### config.mk
export PLATFORM = sky130hd
export DESIGN_NAME = bbx_bridge
export DESIGN_NICKNAME = d
export VERILOG_FILES = /design/src/verilog/bbx_pkg.sv /design/src/verilog/bbx_alias_decode.sv /design/src/verilog/bbx_bridge.sv
export VERILOG_INCLUDE_DIRS = /design/src /design/src/verilog
export SDC_FILE = /design/constraint.sdc
export NUM_CORES = 1
export LEC_CHECK = 0
export BUFFER_PORTS_ARGS = -buffer_cell sky130_fd_sc_hd__buf_2
export CAP_MARGIN = 20
export CORE_AREA = 2 2 126 152
export DETAILED_ROUTE_END_ITERATION = 12
export DIE_AREA = 0 0 128 154
export PLACE_DENSITY = 0.84
export SYNTH_ARGS = -nofsm -noshare
export SYNTH_HDL_FRONTEND = slang
export SYNTH_HIERARCHICAL = 1
export SYNTH_SLANG_ARGS = --single-unit
### constraint.sdc
create_clock -name sys_clk -period 4.8 [get_ports sys_clk]
set_input_delay 0.96 -clock sys_clk [delete_from_list [all_inputs] [get_ports sys_clk]]
set_output_delay 0.96 -clock sys_clk [all_outputs]
set_load 0.02 [all_outputs]
### src/verilog/bbx_cfg.svh
// constants of the bit-band bridge and exclusive monitor
`ifndef BBX_CFG_SVH
`define BBX_CFG_SVH
`define BBX_SRAM_ALIAS_BASE 32'h2200_0000
`define BBX_PERI_ALIAS_BASE 32'h4200_0000
`define BBX_SRAM_BB_BASE 32'h2000_0000
`define BBX_PERI_BB_BASE 32'h4000_0000
`define BBX_ALIAS_LSB 25
`define BBX_BYTE_MSB 24
`define BBX_BYTE_LSB 5
`define BBX_BIT_MSB 4
`define BBX_BIT_LSB 2
`define BBX_BB_ZERO 12'h000
`define BBX_STATUS_OK 1'b0
`define BBX_STATUS_FAIL 1'b1
`define BBX_BE_BYTE 4'h1
`define BBX_BE_HALF 4'h3
`define BBX_BE_WORD 4'hf
`define BBX_MASK_BYTE 32'h0000_00ff
`define BBX_MASK_HALF 32'h0000_ffff
`define BBX_MASK_WORD 32'hffff_ffff
`endif

### src/verilog/bbx_pkg.sv
// types of the bit-band bridge and exclusive monitor
package bbx_pkg;
  typedef enum logic [1:0] {
    BBX_SIZE_BYTE = 2'h0,
    BBX_SIZE_HALF = 2'h1,
    BBX_SIZE_WORD = 2'h2
  } bbx_size_t;
  typedef enum logic [1:0] {
    BBX_OP_PLAIN = 2'h0,
    BBX_OP_LOAD_EXCL = 2'h1,
    BBX_OP_STORE_EXCL = 2'h2
  } bbx_op_t;
  typedef enum logic [4:0] {
    BBX_ST_IDLE = 5'h01,
    BBX_ST_RD_REQ = 5'h02,
    BBX_ST_RD_WAIT = 5'h04,
    BBX_ST_WR_REQ = 5'h08,
    BBX_ST_DONE = 5'h10
  } bbx_state_t;
  typedef struct packed {
    logic [31:0] addr;
    logic [31:0] wdata;
    logic write;
    bbx_size_t size;
    bbx_op_t op;
  } bbx_core_req_t;
  typedef struct packed {
    logic write;
    logic [31:0] addr;
    logic [31:0] wdata;
    logic [3:0] be;
  } bbx_mem_req_t;
endpackage

### src/verilog/bbx_alias_decode.sv
// alias address decoder onto bit-band byte and bit number
`timescale 1ns/1ps
`include "bbx_cfg.svh"
module bbx_alias_decode (
  input wire logic [31:0] addr,
  output logic is_alias,
  output logic [31:0] bb_addr,
  output logic [2:0] bit_num
);
  logic hit_sram;
  logic hit_peri;
  logic [31:0] bb_base;
  always_comb begin
    hit_sram = addr[31:`BBX_ALIAS_LSB] == 7'(`BBX_SRAM_ALIAS_BASE >> `BBX_ALIAS_LSB); // RQ3
    hit_peri = addr[31:`BBX_ALIAS_LSB] == 7'(`BBX_PERI_ALIAS_BASE >> `BBX_ALIAS_LSB); // RQ4
    is_alias = hit_sram | hit_peri;
    bb_base = hit_peri ? `BBX_PERI_BB_BASE : `BBX_SRAM_BB_BASE;
    // offset = byte * 32 + bit * 4
    bb_addr = bb_base | {`BBX_BB_ZERO, addr[`BBX_BYTE_MSB:`BBX_BYTE_LSB]}; // RQ1
    bit_num = addr[`BBX_BIT_MSB:`BBX_BIT_LSB]; // RQ2
  end
endmodule

### src/verilog/bbx_bridge.sv
// bit-band bridge with local exclusive-access monitor
//
// Behaviour
// RQ1 - alias = base + byte*32 + bit*4
// RQ2 - bit number covers byte bits 0 to 7
// RQ3 - sram alias 0x22000000 maps byte 0x20000000
// RQ4 - peripheral alias maps peripheral bit-band likewise
// RQ5 - alias write is read-modify-write of one bit
// RQ6 - written bit 0 becomes the target bit
// RQ7 - upper 31 written bits are ignored
// RQ8 - alias read returns 0 or 1
// RQ9 - words stored little-endian
// RQ10 - exclusive load/store in word, half, byte
// RQ11 - exclusive load sets the local tag
// RQ12 - exclusive store status 0 writes, 1 skips
// RQ13 - clear-exclusive drops the local tag
// RQ14 - every exclusive store drops the local tag
// RQ15 - exception drops the local tag
// RQ16 - global tags kept for exclusive addresses
// RQ17 - clear-exclusive leaves global tags alone
// RQ18 - store or exception clears global tags too
// RQ19 - requester pairs load and store sizes
// RQ20 - requester retries whole sequence on failure
// RQ21 - untagged exclusive store fails, memory unchanged
`timescale 1ns/1ps
`include "bbx_cfg.svh"
module bbx_bridge (
  input wire logic sys_clk,
  input wire logic reset,
  input wire logic core_req_valid,
  output logic core_req_ready,
  input wire bbx_pkg::bbx_core_req_t core_req,
  output logic core_rsp_valid,
  output logic [31:0] core_rsp_data,
  output logic core_rsp_status,
  input wire logic clear_exclusive_tag,
  input wire logic exception_taken,
  output logic mem_req_valid,
  input wire logic mem_req_ready,
  output bbx_pkg::bbx_mem_req_t mem_req,
  input wire logic mem_rsp_valid,
  input wire logic [31:0] mem_rsp_data,
  output logic excl_tag,
  output logic global_tag_set,
  output logic [31:0] global_tag_addr,
  output logic global_tag_clear
);
  // ****************************************
  // decode and state
  // ****************************************
  bbx_pkg::bbx_state_t state;
  bbx_pkg::bbx_state_t next_state;
  logic dec_alias;
  logic [31:0] dec_bb;
  logic [2:0] dec_bit;
  logic acc;
  logic r_alias;
  logic r_write;
  bbx_pkg::bbx_op_t r_op;
  bbx_pkg::bbx_size_t r_size;
  logic [31:0] r_wdata;
  logic [1:0] r_lane;
  logic [4:0] r_bitidx;
  logic next_alias;
  logic next_write;
  bbx_pkg::bbx_op_t next_op;
  bbx_pkg::bbx_size_t next_size;
  logic [31:0] next_wdata;
  logic [1:0] next_lane;
  logic [4:0] next_bitidx;
  bbx_pkg::bbx_mem_req_t next_mem_req;
  logic [31:0] next_rsp_data;
  logic next_rsp_status;
  logic next_tag;
  logic next_gset;
  logic [31:0] next_gaddr;
  logic next_gclr;
  logic [31:0] lane_addr;
  logic [4:0] shift;
  logic [3:0] be;
  logic [31:0] mask;
  logic [31:0] rmw_word;
  bbx_alias_decode u_decode (
    .addr(core_req.addr),
    .is_alias(dec_alias),
    .bb_addr(dec_bb),
    .bit_num(dec_bit)
  );
  assign core_req_ready = state == bbx_pkg::BBX_ST_IDLE;
  assign core_rsp_valid = state == bbx_pkg::BBX_ST_DONE;
  assign mem_req_valid = (state == bbx_pkg::BBX_ST_RD_REQ) || (state == bbx_pkg::BBX_ST_WR_REQ);
  assign acc = core_req_valid && core_req_ready;
  // ****************************************
  // next values
  // ****************************************
  always_comb begin
    next_state = state;
    next_alias = r_alias;
    next_write = r_write;
    next_op = r_op;
    next_size = r_size;
    next_wdata = r_wdata;
    next_lane = r_lane;
    next_bitidx = r_bitidx;
    next_mem_req = mem_req;
    next_rsp_data = core_rsp_data;
    next_rsp_status = core_rsp_status;
    next_gset = 1'b0;
    next_gaddr = global_tag_addr;
    next_gclr = 1'b0;
    lane_addr = dec_alias ? dec_bb : core_req.addr;
    shift = {lane_addr[1:0], 3'b000};
    case (core_req.size) // RQ10
      bbx_pkg::BBX_SIZE_BYTE: be = `BBX_BE_BYTE;
      bbx_pkg::BBX_SIZE_HALF: be = `BBX_BE_HALF;
      default: be = `BBX_BE_WORD;
    endcase
    case (r_size)
      bbx_pkg::BBX_SIZE_BYTE: mask = `BBX_MASK_BYTE;
      bbx_pkg::BBX_SIZE_HALF: mask = `BBX_MASK_HALF;
      default: mask = `BBX_MASK_WORD;
    endcase
    rmw_word = mem_rsp_data;
    rmw_word[r_bitidx] = r_wdata[0]; // RQ6 RQ7
    // local tag: a load-exclusive set wins over any clear in the same cycle
    next_tag = excl_tag;
    if (clear_exclusive_tag || exception_taken) begin
      next_tag = 1'b0; // RQ13 RQ15 RQ17
    end
    if (acc && core_req.op == bbx_pkg::BBX_OP_STORE_EXCL) begin
      next_tag = 1'b0; // RQ14
    end
    if (acc && core_req.op == bbx_pkg::BBX_OP_LOAD_EXCL) begin
      next_tag = 1'b1; // RQ11
    end
    if (exception_taken) begin
      next_gclr = 1'b1; // RQ18
    end
    case (state)
      bbx_pkg::BBX_ST_IDLE: begin
        if (acc) begin
          next_alias = dec_alias;
          next_write = core_req.write;
          next_op = core_req.op;
          next_size = core_req.size;
          next_wdata = core_req.wdata;
          next_lane = lane_addr[1:0];
          next_bitidx = {lane_addr[1:0], dec_bit}; // RQ2
          next_mem_req.addr = {lane_addr[31:2], 2'b00};
          next_mem_req.write = 1'b0;
          // little-endian lane placement
          next_mem_req.wdata = core_req.wdata << shift; // RQ9
          next_mem_req.be = be << lane_addr[1:0]; // RQ9
          next_rsp_status = `BBX_STATUS_OK;
          if (core_req.op == bbx_pkg::BBX_OP_LOAD_EXCL) begin
            next_gset = 1'b1; // RQ16
            next_gaddr = core_req.addr;
          end
          if (core_req.op == bbx_pkg::BBX_OP_STORE_EXCL) begin
            next_gclr = 1'b1; // RQ18
          end
          if (core_req.op == bbx_pkg::BBX_OP_STORE_EXCL && !excl_tag) begin
            next_rsp_status = `BBX_STATUS_FAIL; // RQ12 RQ21
            next_rsp_data = 32'h0000_0000;
            next_state = bbx_pkg::BBX_ST_DONE;
          end else if (core_req.write && !dec_alias) begin
            next_mem_req.write = 1'b1;
            next_state = bbx_pkg::BBX_ST_WR_REQ; // RQ12
          end else begin
            next_state = bbx_pkg::BBX_ST_RD_REQ; // RQ5
          end
        end
      end
      bbx_pkg::BBX_ST_RD_REQ: begin
        if (mem_req_ready) begin
          next_state = bbx_pkg::BBX_ST_RD_WAIT;
        end
      end
      bbx_pkg::BBX_ST_RD_WAIT: begin
        if (mem_rsp_valid) begin
          if (r_alias && r_write) begin
            next_mem_req.write = 1'b1;
            next_mem_req.wdata = rmw_word; // RQ5
            next_mem_req.be = `BBX_BE_BYTE << r_lane; // RQ5
            next_state = bbx_pkg::BBX_ST_WR_REQ;
          end else if (r_alias) begin
            next_rsp_data = {31'h0000_0000, mem_rsp_data[r_bitidx]}; // RQ8
            next_state = bbx_pkg::BBX_ST_DONE;
          end else begin
            next_rsp_data = (mem_rsp_data >> {r_lane, 3'b000}) & mask; // RQ9
            next_state = bbx_pkg::BBX_ST_DONE;
          end
        end
      end
      bbx_pkg::BBX_ST_WR_REQ: begin
        if (mem_req_ready) begin
          next_rsp_data = 32'h0000_0000;
          next_state = bbx_pkg::BBX_ST_DONE;
        end
      end
      bbx_pkg::BBX_ST_DONE: begin
        next_state = bbx_pkg::BBX_ST_IDLE;
      end
      default: begin
        next_state = bbx_pkg::BBX_ST_IDLE;
      end
    endcase
  end
  // ****************************************
  // registers
  // ****************************************
  always_ff @(posedge sys_clk or posedge reset) begin
    if (reset) begin
      state <= bbx_pkg::BBX_ST_IDLE;
      r_alias <= 1'b0;
      r_write <= 1'b0;
      r_op <= bbx_pkg::BBX_OP_PLAIN;
      r_size <= bbx_pkg::BBX_SIZE_WORD;
      r_wdata <= 32'h0000_0000;
      r_lane <= 2'h0;
      r_bitidx <= 5'h00;
      mem_req <= '0;
      core_rsp_data <= 32'h0000_0000;
      core_rsp_status <= `BBX_STATUS_OK;
      excl_tag <= 1'b0;
      global_tag_set <= 1'b0;
      global_tag_addr <= 32'h0000_0000;
      global_tag_clear <= 1'b0;
    end else begin
      state <= next_state;
      r_alias <= next_alias;
      r_write <= next_write;
      r_op <= next_op;
      r_size <= next_size;
      r_wdata <= next_wdata;
      r_lane <= next_lane;
      r_bitidx <= next_bitidx;
      mem_req <= next_mem_req;
      core_rsp_data <= next_rsp_data;
      core_rsp_status <= next_rsp_status;
      excl_tag <= next_tag;
      global_tag_set <= next_gset;
      global_tag_addr <= next_gaddr;
      global_tag_clear <= next_gclr;
    end
  end

  logic acc_ld;
  logic acc_st;
  logic acc_alias_wr;
  assign acc_ld = acc && core_req.op == bbx_pkg::BBX_OP_LOAD_EXCL;
  assign acc_st = acc && core_req.op == bbx_pkg::BBX_OP_STORE_EXCL;
  assign acc_alias_wr = acc && dec_alias && core_req.write && !(acc_st && !excl_tag);
endmodule

==> flow_metrics.tcl <==
set metrics [dict create \
    port_buffers 245 \
    die-area_um2 19700 \
    critPathRequiredTime_ps 5140 \
    reg2reg_from "state[3]$_DFFE_PP0P_" \
    critPathBufInv 2 \
    synthCells 843 \
    finalPower_mw 6.52 \
    ys.flop_type "dfrtp_1" \
    fin_setup_tns_ps 0 \
    holdCritPathClass "in2async" \
    insertion_delay_ps 430 \
    dp_slack_ps 912 \
    antenna_found_initial 0 \
    p_switching_mw 2.89 \
    crit_chain "buf_2 > or3b_1 > nor4_2 > mux2i_2 > buf_4 > and3_1 > a22oi_1 > a21oi_1" \
    synth-edff-count 0 \
    ant_nets 0 \
    maxCapViolCount 0 \
    synth_top_area_cell "dfrtp_1" \
    crit_start "core_req[63]" \
    cts_setup_buffers 0 \
    leakagePower_nw 4.88 \
    grt_usage_pct 26.0 \
    cp.arrival_ps 3880 \
    finalCriticalPeriod_ps 3540 \
    swShare_pct 44.3 \
    p_comb_share_pct 45.2 \
    yosysWarningCount 6 \
    syn_area_per_cell_um2 9.97 \
    async_reset_ff_share_pct 100 \
    layout_common_cells "245 x buf_2, 148 x dfrtp_1, 107 x nand2_1" \
    placed_cells 1237 \
    synth_top_family_by_area "multiplexers" \
    grt_pass1_vias 7370 \
    ys_ff_latch 150 \
    cts_tree "done" \
    drt_wl_total_um 25600 \
    dieWidth_um 128 \
    placed_cell_area_um2 9590 \
    boundaryPins 248 \
    rsz0062_at_grt "false" \
    ys_types 56 \
    area_delta_synth_final_pct 21.8 \
    fp.dieH_um 154 \
    layout_commonest_cell "buf_2" \
    grt_max_degree 66 \
    netlist_area_um2 8410 \
    finalHoldViolCount 0 \
    drive_gt1_share_pct 35.1 \
    hold_slack_ps 433 \
    clk_pin_slew_worst_paths_ps 70 \
    synth.area.top_cells "dfrtp_1 44%, mux2i_1 11%, mux2_2 7.0%" \
    antenna_cells 0 \
    routabilityCongestion 0.952 \
    clock-sinks 150 \
    finalClockSkew_ps 20.6 \
    run_status "complete, no violations" \
    tightest_slew_ps 1170 \
    layoutNonFillerInstCount 1271 \
    cellPowerDensity_nw_per_um2 636 \
    wl_per_cell_um 20.2 \
    cp-start-kind "input port" \
    max_slew_margin_pct 21.9 \
    drc 0 \
    drt_first_pass_iters 8 \
    cp_max_fo 16 \
    cts_resized 0 \
    final_cell_area_um2 10200 \
    crit_type "in2reg" \
    drt_iter0_markers 746 \
    crit_slowest_cell "nor4_2" \
    seq_area_frac_synth_pct 44.7 \
    via_per_inst 5.92 \
    rows 54 \
    crit_path_max_incr_delay_ps 750 \
    pwr-share-seq_pct 33.2 \
    layout_setup_ws_ps 1260 \
    yosys-mux-area-fraction_pct 19.4 \
    fmax_mhz 283 \
    internal_power_mw 3.63 \
    num_vias 7525 \
    pwr-share-clk_pct 21.6 \
    root_buffer "clkbuf_16" \
    synth-adder-area-share_pct 0 \
    fin_util_pct 56.6 \
    cp-end-kind "flop" \
    grt_pass1_wl_um 39900 \
    cts-hold-fix-buffers 0 \
    final-setup-viol-count 0 \
    num-nets-final 1142 \
    clockBufferDepth 2 \
    slew_violations 0 \
    core_um2 18100 \
    gr-total-overflow 0 \
    start_util_pct 46.4 \
    post-route-period-util_pct 73.7 \
    ir_worst_vdd_uv 392 \
    synth_compound_area_share_pct 16.1 \
    synth-simple-area-share_pct 12.7 \
    worst_path_dominant_cell_family "simple AND/OR/NAND/NOR gates" \
    synthXorXnorAreaFrac_pct 0.208 \
    cts_max_level 4 \
    yosys.area.top_type_share_pct 44.1 \
    dp_hpwl_um 19100 \
    cts_made_buffers 17 \
]
-- worst paths after layout --
check / end / slack [ps] / cells after the start
min reg2reg: core_rsp_data[20]$_DFFE_PP0P_ / 470 / 2
min: core_rsp_status$_DFFE_PP0P_ / 430 / 2
max in group asynchronous: mem_req[13]$_DFFE_PP0P_ / 3340 / 4
min in group sys_clk: core_rsp_data[20]$_DFFE_PP0P_ / 470 / 2
max reg2reg: core_rsp_data[1]$_DFFE_PP0P_ / 1830 / 6
max: mem_req[10]$_DFFE_PP0P_ / 1260 / 8
-- power groups by stage --
stage	logic, mW	registers [mW]	clock network (mW)
after floorplan	1.60	2.56	0
after global placement	2.85	2.15	0
after detailed placement	2.91	2.17	0
after CTS	2.92	2.16	1.43
after global routing	3.19	2.23	1.49
final	2.95	2.17	1.41
-- synth_stat cells (all sizes together), types with 7 or more instances --
library cell  number
nor2b             14
mux2              53
dfrtp            148
mux2i             94
o31ai             19
nand2b             7
nand4              7
a2111oi            7
nand3             14
inv               10
nand2            107
nor3               9
a21oi             39
a211oi             7
clkbuf            44
a21o               7
o221ai            17
o21a              17
o21ai             44
nor2              43
a22oi             19
buf               57
-- logic make-up after synthesis --
logic type	Yosys count
flops	150
buf+inv	111
other cells	2
xor+xnor	2
compound gates	200
mux	151
simple gates	227
-- per-layer routing --
layer,part of all wire (%),wire [um],track usage (%),up-vias
met5,0,0,0,-
met4,5.4,1380,15.0,0
met3,8.4,2160,7.31,100
met2,48,12300,42.0,411
met1,38,9780,30.9,3631
li1,-,-,-,3383
-- worst register-to-register path, stage by stage (launching register included) --
cell	delay (ps)
dfrtp_1	440
or3_1	500
nor4b_2	400
o221ai_4	150
buf_4	320
a2111oi_0	970
a21o_1	140
-- state kept, by name, summed over array words and instances, names as in the netlist --
| name | cells |
|---|---|
| r_lane | 2 |
| r_size | 2 |
| global_tag_set | 1 |
| mem_req | 67 |
| r_bitidx | 3 |
| global_tag_clear | 1 |
| r_write | 1 |
| global_tag_addr | 32 |
| r_wdata | 1 |
| core_rsp_status | 1 |
| state | 5 |
| core_rsp_data | 32 |
| r_alias | 1 |
| excl_tag | 1 |
-- layout make-up --
cell class	instances	area, um^2
Fill cell	1561	7870
Timing Repair Buffer	263	1390
Clock inverter	14	183
Clock buffer	18	439
Multi-Input combinational cell	592	4150
Inverter	10	41.3
Tap cell	224	280
Sequential cell	150	3760
No activity file was read; power rests on OpenSTA's default activity.
